### src/fsmc_defs.svh
// offsets, field positions, codes and reset values for the security and margin sequencer
`ifndef FSMC_DEFS_SVH
`define FSMC_DEFS_SVH

// register byte offsets on the avalon slave
`define FSMC_OFS_STATUS 6'h00
`define FSMC_OFS_PIDX 6'h04
`define FSMC_OFS_PDATA 6'h08
`define FSMC_OFS_SECURITY 6'h0c
`define FSMC_OFS_CONFIG 6'h10
`define FSMC_OFS_MARGIN 6'h14

// status register bit positions
`define FSMC_BIT_COMPLETE 7
`define FSMC_BIT_ACCESS_ERROR_FLAG 5
`define FSMC_BIT_PVIOL 4
`define FSMC_BIT_VHI 1
`define FSMC_BIT_VLO 0

// config register bit positions
`define FSMC_BIT_SPECIAL 0
`define FSMC_BIT_PF_PROT 1
`define FSMC_BIT_EE_PROT 2

// margin register field positions
`define FSMC_MARGIN_PF_LSB 0
`define FSMC_MARGIN_EE_LSB 8

// command codes
`define FSMC_CMD_UNSECURE 8'h0b
`define FSMC_CMD_KEY_VERIFY 8'h0c
`define FSMC_CMD_USER_MARGIN 8'h0d
`define FSMC_CMD_FIELD_MARGIN 8'h0e

// parameter index expected at launch
`define FSMC_IDX_UNSECURE 3'h0
`define FSMC_IDX_KEY 3'h4
`define FSMC_IDX_MARGIN 3'h2
`define FSMC_PARAM_LAST 3'h5

// security fields
`define FSMC_KEY_ENABLE_FIELD_ON 2'h2
`define FSMC_SEC_UNSECURE 2'h2
`define FSMC_SECURITY_RST 8'h03

// backdoor key location
`define FSMC_KEY_BASE 24'hff_fe00
`define FSMC_KEY_LAST 2'h3

// global address windows of the two arrays
`define FSMC_PF_LO 24'hfc_0000
`define FSMC_PF_HI 24'hff_ffff
`define FSMC_EE_LO 24'h10_0000
`define FSMC_EE_HI 24'h10_07ff

// margin level codes
`define FSMC_LVL_NORMAL 3'h0
`define FSMC_LVL_USER_M1 3'h1
`define FSMC_LVL_USER_M0 3'h2
`define FSMC_LVL_FIELD_M1 3'h3
`define FSMC_LVL_FIELD_M0 3'h4
`define FSMC_LVL_USER_MAX 16'h0002
`define FSMC_LVL_FIELD_MAX 16'h0004

`endif

### src/fsmc_pkg.sv
// types shared by the security and margin sequencer
package fsmc_pkg;

  typedef enum logic [3:0] {
    ST_IDLE  = 4'b0001,
    ST_ERASE = 4'b0010,
    ST_KEY   = 4'b0100,
    ST_FIN   = 4'b1000
  } fsmc_state_t;

  typedef struct packed {
    logic done;
    logic verify_err;
    logic noncorr_err;
  } fsmc_erase_res_t;

  typedef struct packed {
    logic [2:0] level;
    logic to_erased;
    logic to_programmed;
  } fsmc_margin_t;

endpackage

### src/fsmc_core.sv
// command sequencer for unsecure, backdoor key verify and margin level commands
// Summary of operation
// - command 0x0b erases both arrays, verifies, releases security only on pass
// - failed erase verify sets verify_status_hi, security stays as it was
// - unsecure: index not 000 gives access error, any protection gives violation
// - verify errors set verify_status_hi, uncorrectable ones verify_status_lo
// - host clears cmd_complete_flag to launch, device sets it when finished
// - command 0x0c checks key enable first, not 10 means access error, no compare
// - four key words compared with stored key from 0xff_fe00, full match unsecures
// - key mismatch keeps security, access error, later key verifies fail until reset
// - key verify needs index 100, never sets violation or verify status
// - command 0x0d takes address from words 0 and 1, level from word 2
// - eeprom target affects eeprom reads, pflash target affects both arrays
// - margin commands need index 010, no violation or verify status
// - margin level code outside the command's valid set gives access error
// - invalid 24-bit global address on margin commands gives access error
// - command not allowed in current mode gives access error
// - command 0x0e sets field margin, same layout, special modes only
// - level codes: 0 normal, 1 user m1, 2 user m0, 3 field m1, 4 field m0
// - margin-1 reads toward erased state, margin-0 toward programmed state
//
// The Avalon-MM slave port and the address map were decided locally.
`include "fsmc_defs.svh"

module fsmc_core import fsmc_pkg::*; (
  input wire logic mclk,
  input wire logic nrst,
  input wire logic [5:0] avs_address,
  input wire logic avs_read,
  input wire logic avs_write,
  input wire logic [31:0] avs_writedata,
  output logic [31:0] avs_readdata,
  output logic avs_waitrequest,
  output logic erase_all_req,
  input wire fsmc_erase_res_t erase_res,
  output logic [23:0] key_rd_addr,
  input wire logic [15:0] key_rd_data,
  output fsmc_margin_t pf_margin,
  output fsmc_margin_t ee_margin
);

  fsmc_state_t state_ff;
  fsmc_state_t nxt_state;
  logic ack_ff;
  logic [31:0] rdata_ff;
  logic [15:0] param_ff [0:5];
  logic [2:0] pidx_ff;
  logic [7:0] security_ff;
  logic [2:0] config_ff;
  logic complete_ff;
  logic acc_ff;
  logic pv_ff;
  logic vhi_ff;
  logic vlo_ff;
  logic lock_ff;
  logic mism_ff;
  logic [1:0] key_cnt_ff;
  logic erase_req_ff;
  logic [2:0] lvl_ff [0:1];
  fsmc_margin_t marg [0:1];

  // avalon slave: one wait state, then answer
  wire bus_req = avs_read | avs_write;
  assign avs_waitrequest = bus_req & ~ack_ff;
  assign avs_readdata = rdata_ff;
  wire busy = ~complete_ff;
  // writes while a command runs are dropped, so nothing shifts under the sequencer
  wire wr_en = avs_write & ack_ff & ~busy;
  wire sel_status = avs_address == `FSMC_OFS_STATUS;
  wire sel_pidx = avs_address == `FSMC_OFS_PIDX;
  wire sel_pdata = avs_address == `FSMC_OFS_PDATA;
  wire sel_sec = avs_address == `FSMC_OFS_SECURITY;
  wire sel_cfg = avs_address == `FSMC_OFS_CONFIG;
  wire sel_marg = avs_address == `FSMC_OFS_MARGIN;

  wire [7:0] status_rd = {complete_ff, 1'b0, acc_ff, pv_ff, 2'b00, vhi_ff, vlo_ff};
  wire [31:0] margin_rd = {21'h0, lvl_ff[1], 5'h0, lvl_ff[0]};
  // index 6 and 7 have no word behind them, read as zero instead of junk
  wire [15:0] pdata_rd = (pidx_ff <= `FSMC_PARAM_LAST) ? param_ff[pidx_ff] : 16'h0;
  wire [31:0] rd_mux = sel_status ? {24'h0, status_rd} :
                       sel_pidx   ? {29'h0, pidx_ff} :
                       sel_pdata  ? {16'h0, pdata_rd} :
                       sel_sec    ? {24'h0, security_ff} :
                       sel_cfg    ? {29'h0, config_ff} :
                       sel_marg   ? margin_rd : 32'h0;

  always_ff @(posedge mclk) begin
    if (!nrst) begin
      ack_ff <= 1'b0;
      rdata_ff <= 32'h0;
    end else begin
      ack_ff <= bus_req & ~ack_ff;
      if (avs_read & ~ack_ff) begin
        rdata_ff <= rd_mux;
      end
    end
  end

  // command word decode
  wire [7:0] cmd = param_ff[0][15:8];
  wire [23:0] gaddr = {param_ff[0][7:0], param_ff[1]};
  wire [15:0] lvl_word = param_ff[2];
  wire is_unsec = cmd == `FSMC_CMD_UNSECURE;
  wire is_key = cmd == `FSMC_CMD_KEY_VERIFY;
  wire is_user = cmd == `FSMC_CMD_USER_MARGIN;
  wire is_field = cmd == `FSMC_CMD_FIELD_MARGIN;
  wire is_margin = is_user | is_field;
  wire special = config_ff[`FSMC_BIT_SPECIAL];
  wire any_prot = config_ff[`FSMC_BIT_PF_PROT] | config_ff[`FSMC_BIT_EE_PROT];

  wire launch = wr_en & sel_status & avs_writedata[`FSMC_BIT_COMPLETE];

  wire idx_bad = is_unsec ? (pidx_ff != `FSMC_IDX_UNSECURE) :
                 is_key ? (pidx_ff != `FSMC_IDX_KEY) :
                 (pidx_ff != `FSMC_IDX_MARGIN);
  wire mode_bad = is_field & ~special;
  wire addr_pf = (gaddr >= `FSMC_PF_LO) & (gaddr <= `FSMC_PF_HI);
  wire addr_ee = (gaddr >= `FSMC_EE_LO) & (gaddr <= `FSMC_EE_HI);
  wire addr_bad = is_margin & ~(addr_pf | addr_ee);
  // field codes are refused by the user command
  wire [15:0] lvl_max = is_field ? `FSMC_LVL_FIELD_MAX : `FSMC_LVL_USER_MAX;
  wire lvl_bad = is_margin & (lvl_word > lvl_max);
  // enable and lockout are checked before any key word is read
  wire key_bad = is_key & ((security_ff[7:6] != `FSMC_KEY_ENABLE_FIELD_ON) | lock_ff);
  wire unknown = ~(is_unsec | is_key | is_margin);
  wire launch_acc = idx_bad | mode_bad | addr_bad | lvl_bad | key_bad | unknown;
  wire launch_pv = is_unsec & any_prot;
  wire launch_ok = ~launch_acc & ~launch_pv;

  // key compare walks parameter words 1..4 against the stored key
  wire key_last = key_cnt_ff == `FSMC_KEY_LAST;
  wire [2:0] key_pidx = {1'b0, key_cnt_ff} + 3'h1;
  assign key_rd_addr = `FSMC_KEY_BASE + {21'h0, key_cnt_ff, 1'b0};
  wire key_miss = key_rd_data != param_ff[key_pidx];
  wire in_key = state_ff == ST_KEY;
  wire in_erase = state_ff == ST_ERASE;
  wire key_done = in_key & key_last;
  wire key_fail = key_done & (mism_ff | key_miss);
  wire erase_done = in_erase & erase_res.done;
  wire erase_err = erase_res.verify_err | erase_res.noncorr_err;
  wire release_sec = (erase_done & ~erase_err) | (key_done & ~key_fail);

  always_comb begin
    nxt_state = state_ff;
    unique case (state_ff)
      ST_IDLE: begin
        if (launch) begin
          if (launch_ok & is_unsec) begin
            nxt_state = ST_ERASE;
          end else if (launch_ok & is_key) begin
            nxt_state = ST_KEY;
          end else begin
            nxt_state = ST_FIN;
          end
        end
      end
      ST_ERASE: begin
        if (erase_res.done) begin
          nxt_state = ST_FIN;
        end
      end
      ST_KEY: begin
        if (key_last) begin
          nxt_state = ST_FIN;
        end
      end
      ST_FIN: begin
        nxt_state = ST_IDLE;
      end
      default: begin
        nxt_state = ST_IDLE;
      end
    endcase
  end

  always_ff @(posedge mclk) begin
    if (!nrst) begin
      state_ff <= ST_IDLE;
      complete_ff <= 1'b1;
    end else begin
      state_ff <= nxt_state;
      if (launch) begin
        complete_ff <= 1'b0;
      end else if (state_ff == ST_FIN) begin
        complete_ff <= 1'b1;
      end
    end
  end

  // software side registers
  always_ff @(posedge mclk) begin
    if (!nrst) begin
      pidx_ff <= 3'h0;
      security_ff <= `FSMC_SECURITY_RST;
      config_ff <= 3'h0;
      for (int i = 0; i < 6; i++) begin
        param_ff[i] <= 16'h0;
      end
    end else begin
      if (wr_en & sel_pidx) begin
        pidx_ff <= avs_writedata[2:0];
      end
      if (wr_en & sel_pdata & (pidx_ff <= `FSMC_PARAM_LAST)) begin
        param_ff[pidx_ff] <= avs_writedata[15:0];
      end
      if (wr_en & sel_cfg) begin
        config_ff <= avs_writedata[2:0];
      end
      if (release_sec) begin
        security_ff[1:0] <= `FSMC_SEC_UNSECURE;
      end else if (wr_en & sel_sec) begin
        security_ff <= avs_writedata[7:0];
      end
    end
  end

  // status flags: a hardware set wins over a same-cycle clear
  wire clr_acc = wr_en & sel_status & avs_writedata[`FSMC_BIT_ACCESS_ERROR_FLAG];
  wire clr_pv = wr_en & sel_status & avs_writedata[`FSMC_BIT_PVIOL];
  wire set_acc = (launch & launch_acc) | key_fail;
  wire set_pv = launch & launch_pv;
  wire set_vhi = erase_done & erase_err;
  wire set_vlo = erase_done & erase_res.noncorr_err;
  wire nxt_acc = set_acc | (acc_ff & ~clr_acc);
  wire nxt_pv = set_pv | (pv_ff & ~clr_pv);

  always_ff @(posedge mclk) begin
    if (!nrst) begin
      acc_ff <= 1'b0;
      pv_ff <= 1'b0;
      vhi_ff <= 1'b0;
      vlo_ff <= 1'b0;
      lock_ff <= 1'b0;
    end else begin
      acc_ff <= nxt_acc;
      pv_ff <= nxt_pv;
      vhi_ff <= set_vhi | (vhi_ff & ~launch);
      vlo_ff <= set_vlo | (vlo_ff & ~launch);
      if (key_fail) begin
        lock_ff <= 1'b1;
      end
    end
  end

  // key walk and erase handshake
  always_ff @(posedge mclk) begin
    if (!nrst) begin
      key_cnt_ff <= 2'h0;
      mism_ff <= 1'b0;
      erase_req_ff <= 1'b0;
    end else begin
      erase_req_ff <= launch & launch_ok & is_unsec;
      if (launch) begin
        key_cnt_ff <= 2'h0;
        mism_ff <= 1'b0;
      end else if (in_key) begin
        key_cnt_ff <= key_cnt_ff + 2'h1;
        mism_ff <= mism_ff | key_miss;
      end
    end
  end
  assign erase_all_req = erase_req_ff;

  // margin levels; a pflash target also drags the eeprom along
  wire apply_margin = launch & launch_ok & is_margin;
  always_ff @(posedge mclk) begin
    if (!nrst) begin
      lvl_ff[0] <= `FSMC_LVL_NORMAL;
      lvl_ff[1] <= `FSMC_LVL_NORMAL;
    end else if (apply_margin) begin
      lvl_ff[1] <= lvl_word[2:0];
      if (addr_pf) begin
        lvl_ff[0] <= lvl_word[2:0];
      end
    end
  end

  genvar g;
  generate
    for (g = 0; g < 2; g++) begin : g_margin
      assign marg[g].level = lvl_ff[g];
      assign marg[g].to_erased = (lvl_ff[g] == `FSMC_LVL_USER_M1) |
                                 (lvl_ff[g] == `FSMC_LVL_FIELD_M1);
      assign marg[g].to_programmed = (lvl_ff[g] == `FSMC_LVL_USER_M0) |
                                     (lvl_ff[g] == `FSMC_LVL_FIELD_M0);
    end
  endgenerate
  assign pf_margin = marg[0];
  assign ee_margin = marg[1];
endmodule // fsmc_core

### config.mk
export PLATFORM = sky130hd
export DESIGN_NAME = fsmc_core
export DESIGN_NICKNAME = d
export VERILOG_FILES = /design/src/fsmc_pkg.sv /design/src/fsmc_core.sv
export VERILOG_INCLUDE_DIRS = /design/src
export SDC_FILE = /design/constraint.sdc
export NUM_CORES = 1
export LEC_CHECK = 0
export BUFFER_PORTS_ARGS = -buffer_cell sky130_fd_sc_hd__buf_2
export CAP_MARGIN = 15
export CELL_PAD_IN_SITES_DETAIL_PLACEMENT = 1
export CELL_PAD_IN_SITES_GLOBAL_PLACEMENT = 1
export CORE_MARGIN = 3
export CORE_UTILIZATION = 47
export DETAILED_ROUTE_END_ITERATION = 10
export PLACE_DENSITY = 0.8
export REMOVE_ABC_BUFFERS = 1
export SYNTH_ARGS = -nofsm -noshare
export SYNTH_HDL_FRONTEND = slang
export SYNTH_SLANG_ARGS = --single-unit
export TNS_END_PERCENT = 50
### constraint.sdc
create_clock -name mclk -period 3.5 [get_ports mclk]
set_clock_uncertainty 0.2 [all_clocks]
set_input_delay 0.525 -clock mclk [delete_from_list [all_inputs] [get_ports mclk]]
set_output_delay 0.525 -clock mclk [all_outputs]
set_load 0.02 [all_outputs]
==> metrics.yaml, run 1 <==
floorplan:
  row_count: 51
  coreArea_sq_um: 19720
  die_y_microns: 148.7
  die_x_microns: 148.7
  die-area_sq_um: 22120
  initial_core_util_pct: 48.56
  io_pins: 129
global_routing:
  grt_pass1_vias: 7558
  grt_max_degree: 32
  overflow: 0
  grt_pass1_wl_mm: 45.23
  grtUsageTotal_pct: 27.60
  antenna_found_initial: 0
synthesis:
  synth_area_leader_cell: "edfxtp_1"
  ys_seq_area_share_pct: 52.06
  synth_cells: 816
  ys.flop_type: "edfxtp_1"
  netlist_area_sq_um: 9574
  synth_edf_count: 134
  synth-seq-cells: 182
  synthArstFlopShare_pct: 0
  synth_top_area_share_pct: 42.03
  synthDistinctLibCells: 53
  ys_warn_count: 0
  syn_avg_cell_area_sq_um: 11.73
  synth.area.top_cells: "edfxtp_1 (42%), mux4_2 (10%), dfxtp_1 (10%), mux2i_1 (8.4%), nor2_1 (3.5%)"
timing:
  slew_headroom_pct: 37.28
  rsz0062_at_grt: "yes"
  finalMaxSlewViolations: 0
  worstMarginPinSlew_ns: 0.9395
  fin_crit_ns: 3.513
  timing.final.crit_share_pct: 100.4
  setup_ws_ns: -0.01270
  fin_tns_setup_ns: -0.01270
  fmax_mhz: 284.7
  setup_viol: 1
  hold_viol_final: 0
power:
  p_total_mw: 4.662
  p_leak_nw: 4.243
  powerDensity_nw_per_um2: 418.0
  vdd_drop_max_mv: 0.3859
clock_network:
  clock-sinks: 182
  clock_latency_ns: 0.45
  htree_levels: 4
  clkTransAtPathRegs_ns: 0.07
  tritoncts: "built"
  cts-hold-fix-buffers: 0
  root_buffer: "clkbuf_16"
  clk_path_buf_depth: 2
  cts_buffers: 17
layout:
  fillCellCount: 2115
  drive_above_1_share_pct: 23.54
  final_common_cell: "edfxtp_1"
  fin_nets: 1011
  synthToLayoutAreaGrowth_pct: 16.48
  final_cell_mix: "edfxtp_1 (134), nor2_1 (87), mux2i_1 (80)"
  antenna_cells: 0
critical_path:
  worst_setup_path_start_kind: "flip-flop"
  cp_max_fo: 4
  crit_chain: "nor4_2, nand2_1, nor2_2, nand2_2, ha_4, nand2_1, o22ai_2, o2111ai_2, a211o_1, or4_4, nand3_2, o22ai_1, and3_1"
  crit_top_cell: "nand2_1"
  end_kind: "flip-flop"
  cp.arrival_ns: 3.65
  cp_slowest_cell: "or4_4"
  critPathKind: "flip-flop to flip-flop"
  max_stage_delay_ns: 0.46
  crit_required_ns: 3.64
routing:
  vias_per_cell: 5.948
  drt-initial-drc-count: 716
  drt_wl_total_mm: 29.89
  ant_nets: 0
  wl_per_cell_microns: 24.40
  firstDrtPassIters: 5
  vias: 7286
  drc: 0
min_path:
  hold_class: "input port to flip-flop"
flow_run:
  max_cap_violations: 0
place:
  port_buffers: 74
  place.gp.congestion: 0.8647
  hpwl_mm: 21.21
status:
  status: "finished with violations"
  violations: "negative setup slack"
flip-flops by register name, summed over array words and instances, names as in the netlist, 2 cells and up, named ones only:
register,count
config_ff,3
security_ff,8
state_ff,4
avs_readdata,16
pidx_ff,3
lvl_ff,6
param_ff,128
key_cnt_ff,2
cells by family (layout without fill, tap and decap cells):
| family | Yosys count | in the layout | share of synthesized area [%] |
|---|---|---|---|
| simple gates | 296 | 296 | 15.47 |
| compound gates | 90 | 90 | 6.129 |
| mux | 124 | 124 | 18.71 |
| flops | 182 | 182 | 52.06 |
| buf+inv | 104 | 180 | 5.776 |
| other cells | 2 | 70 | 0.07844 |
| fa+ha+maj | 3 | 3 | 0.3921 |
| xor+xnor | 15 | 15 | 1.372 |
metrics by stage:
stage	setup slack (ns)	instances	hold slack [ns]	cell area, sq um	util [%]
2_1_floorplan	-2.050	801	0.2260	9355	-
3_3_place_gp	0.06754	1189	0.2373	10450	53.01
3_5_place_dp	-0.03173	1189	0.2440	10450	53.01
4_1_cts	0.001283	1221	0.1388	11050	56.02
5_1_grt	-0.06707	1225	0.1642	11150	56.56
6_report	-0.01270	1225	0.1495	11150	56.56
final cells by class:
class | instances | area, sq um | area share [%]
timing repair buffer | 127 | 772.0 | 6.922
multi-input combinational | 598 | 4405 | 39.50
sequential | 182 | 4990 | 44.74
clock buffer | 24 | 471.7 | 4.230
inverter | 21 | 78.83 | 0.7068
tap | 265 | 331.6 | 2.973
clock inverter | 8 | 102.6 | 0.9200
synth_stat cells, types with 2 or more instances:
library cell and instances:
a21oi_1 19, mux2i_1 80, nor2b_1 11, a22oi_1 23, and3_1 9, or4_1 4
conb_1 2, nand3b_1 3, ha_1 3, nor3_1 12, o22ai_1 2, or3_1 4
or4_4 2, nor2_1 89, o21a_1 3, buf_4 40, nand3_1 10, buf_1 5
and2_1 51, a31oi_1 2, nand2_1 67, nand2b_1 7, or2_2 2, nor4b_1 3
a221oi_1 4, nor4_1 7, inv_1 21, o21ai_0 20, buf_2 4, a22o_1 2
mux4_2 44, a21o_1 3, nand4_1 7, edfxtp_1 134, o211ai_1 4, clkbuf_1 33
nor3b_1 4, xor2_1 8, xnor2_1 7, dfxtp_1 48
repair_timing:
action | in CTS | in global routing
endpoints found under the setup margin | 15 | 21
buffers inserted | 0 | 4
gates resized for setup | 3 | 14
pin swaps | 1 | 6
per-layer routing:
layer	global-route usage, %	wire (microns)
met5	0	0
met3	4.144	1903
met2	45.69	14350
met4	14.27	1469
met1	35.35	12160
report_power, final:
part           total, mW  switching, mW  internal (mW)
registers           2.42         0.0477           2.37
clock network       1.92          0.832           1.09
logic              0.323          0.218          0.105
total               4.66           1.10           3.56
worst max-delay path: cells and delay by family (launching register included):
kind | cells | cell delay (ns)
AOI/OAI and AO/OA | 4 | 0.86
adders and majority gates | 1 | 0.30
DFF | 1 | 0.44
and+or+nand+nor | 8 | 1.59
final timing paths:
path	startpoint	to	slack [ns]	cells past startpoint
max	param_ff[0][14]	state_ff[3]	-0.01	13
min	erase_res[0]	vlo_ff	0.15	3
max reg2reg	param_ff[0][14]	state_ff[3]	-0.01	13
min reg2reg	avs_readdata[0]	avs_readdata[0]	0.25	2
Power figures use the tool's default switching activity.
==> run 2, diff against run 1 <==
Settings changed: CORE_UTILIZATION 47 to 50, PLACE_DENSITY 0.8 to 0.84.
Clock period 3.5 ns to 4.4 ns, I/O delays scaled along.
==> run 2 against run 1 <==
  * The flow now finishes without violations
  * Register-to-register slack improved by 0.52 ns
  * Fmax down 9.8%
  * Cell count down 5.5%
  * Design area is 2.9% lower
  * Wire length shrank 1.1%
  * Die area is 5.8% lower
  * Via count decreased by 1.2%
  * Non-clock buffer count shrank 31
  * Sequential share of layout area grew 1.3 points
  * First-iteration DRC count grew 9.5%
  * Utilization up 2.3 points
  * Critical path type unchanged
  * Largest power group unchanged
  * Highest routed layer unchanged
==> metrics.yaml, run 2 (synthesized netlist as in run 1, its figures left out) <==
routing:
  wl_per_cell_microns: 25.52
  vias_per_cell: 6.214
  drc: 0
  drt_wl_total_mm: 29.55
  drt-initial-drc-count: 784
  ant_nets: 0
  vias: 7196
  firstDrtPassIters: 6
timing:
  finalMaxSlewViolations: 0
  worstMarginPinSlew_ns: 1.045
  fin_crit_ns: 3.896
  setup_viol: 0
  fmax_mhz: 256.7
  slew_headroom_pct: 30.17
  whs_ns: 0.2518
  setup_ws_ns: 0.5036
  timing.final.crit_share_pct: 88.55
  hold_viol_final: 0
  rsz0062_at_grt: "no"
critical_path:
  cp_top_family: "multiplexers"
  max_stage_delay_ns: 0.55
  startpoint: "key_cnt_ff[0]"
  worst_setup_path_start_kind: "flip-flop"
  r2r_cells: 10
  cp.arrival_ns: 4.07
  end_kind: "flip-flop"
  cp_max_fo: 17
  crit_top_cell: "mux2i_1"
  cp_num_buf_inv: 1
  reg2reg_to: "security_ff[7]"
  r2r_start: "key_cnt_ff[0]"
  critPathKind: "flip-flop to flip-flop"
  cp.depth: 10
  ff2ff_setup_slack_ns: 0.50
  crit_required_ns: 4.57
  cp_slowest_cell: "mux4_2"
  crit_path_end: "security_ff[7]"
  crit_chain: "ha_2, buf_4, mux4_2, mux2i_1, xnor2_1, a221oi_1, nand4_1, or4_4, nand3_4, mux2i_1"
layout:
  synthToLayoutAreaGrowth_pct: 13.09
  drive_above_1_share_pct: 19.70
  fin_util_pct: 58.87
  top_register: "param_ff"
  final_common_cell: "edfxtp_1"
  final_cell_mix: "edfxtp_1 (134), nor2_1 (89), mux2i_1 (80)"
  design_area_sq_um: 10830
  antenna_cells: 0
  fin_nets: 980
  largest_reg_flops: 128
place:
  place.gp.congestion: 0.8428
  hpwl_mm: 19.81
  pre_cts_ws_ns: 0.5923
  port_buffers: 74
  place_area_sq_um: 10220
floorplan:
  io_pins: 129
  initial_core_util_pct: 52.05
  row_count: 49
  die_x_microns: 144.4
  die_y_microns: 144.4
  coreArea_sq_um: 18390
  die-area_sq_um: 20840
clock_network:
  cts-hold-fix-buffers: 0
  cts_buffers: 17
  clkTransAtPathRegs_ns: 0.07
  root_buffer: "clkbuf_16"
  clk_path_buf_depth: 2
  clock_latency_ns: 0.45
  htree_levels: 4
  cts_setup_buffers: 0
  tritoncts: "built"
  cts_resized: 0
  clock-sinks: 182
power:
  p_leak_nw: 4.087
  seq_power_share_pct: 50.7
  pwr-share-clk_pct: 42.7
  power_switching_uw: 913.4
  comb_power_share_pct: 6.6
  vdd_drop_max_mv: 0.3127
  switching_share_pct: 24.07
  powerDensity_nw_per_um2: 350.5
  p_int_mw: 2.882
min_path:
  hold_class: "flip-flop to flip-flop"
global_routing:
  grtUsageTotal_pct: 29.36
  grt_pass1_wl_mm: 44.85
  antenna_found_initial: 0
  grt-busiest-layer: "met2"
  grt_pass1_vias: 7459
  grtUsageMet2_pct: 48.55
  grt_use_met1_pct: 36.72
  use_met3_pct: 6.548
  grt_max_degree: 39
  overflow: 0
status:
  status: "completed"
flow_run:
  max_cap_violations: 0
[run 2: worst min-delay path by stage]
stage                    startpoint         endpoint  slack [ns]  depth (start not counted)
global route           erase_res[0]           vlo_ff        0.30                          3
detailed placement  avs_readdata[0]  avs_readdata[0]        0.24                          2
global placement    avs_readdata[0]  avs_readdata[0]        0.24                          2
CTS                 avs_readdata[0]  avs_readdata[0]        0.25                          2
finish              avs_readdata[0]  avs_readdata[0]        0.25                          2
floorplan                   lock_ff          lock_ff        0.23                          2
[run 2: through the flow]
step / cells / total power [mW] / setup TNS [ns]
after floorplan: 801 / 2.081 / -11.46
after global placement: 1126 / 2.192 / 0
after detailed placement: 1126 / 2.203 / 0
after CTS: 1158 / 3.807 / 0
after global routing: 1158 / 3.903 / 0
final: 1158 / 3.795 / 0
[run 2: power groups by stage]
stage / clock (mW) / combinational [mW] / sequential [mW]
3_5_place_dp: 0 / 0.244 / 1.96
3_3_place_gp: 0 / 0.238 / 1.95
2_1_floorplan: 0 / 0.129 / 1.95
4_1_cts: 1.64 / 0.248 / 1.92
6_report: 1.62 / 0.252 / 1.92
5_1_grt: 1.70 / 0.271 / 1.93
[run 2: cell type report]
| class | count | area [sq um] |
|---|---|---|
| Fill cell | 1935 | 7565 |
| Sequential cell | 182 | 4989 |
| Multi-Input combinational cell | 598 | 4315 |
| Timing Repair Buffer | 96 | 548.0 |
| Clock buffer | 19 | 442.9 |
| Tap cell | 229 | 286.5 |
| Clock inverter | 13 | 167.7 |
| Inverter | 21 | 78.83 |
[run 2: per-layer routing]
layer,up-vias,wire length [microns]
li1,3094,-
met2,377,14360
met4,0,1291
met3,82,2366
met5,-,0
met1,3643,11530
[run 2: worst reg2reg max path, cell delays in order (launching register included)]
cell and delay, ns:
dfxtp_2 0.48, ha_2 0.49, buf_4 0.39, mux4_2 0.55
mux2i_1 0.20, xnor2_1 0.15, a221oi_1 0.25, nand4_1 0.21
or4_4 0.50, nand3_4 0.18, mux2i_1 0.22
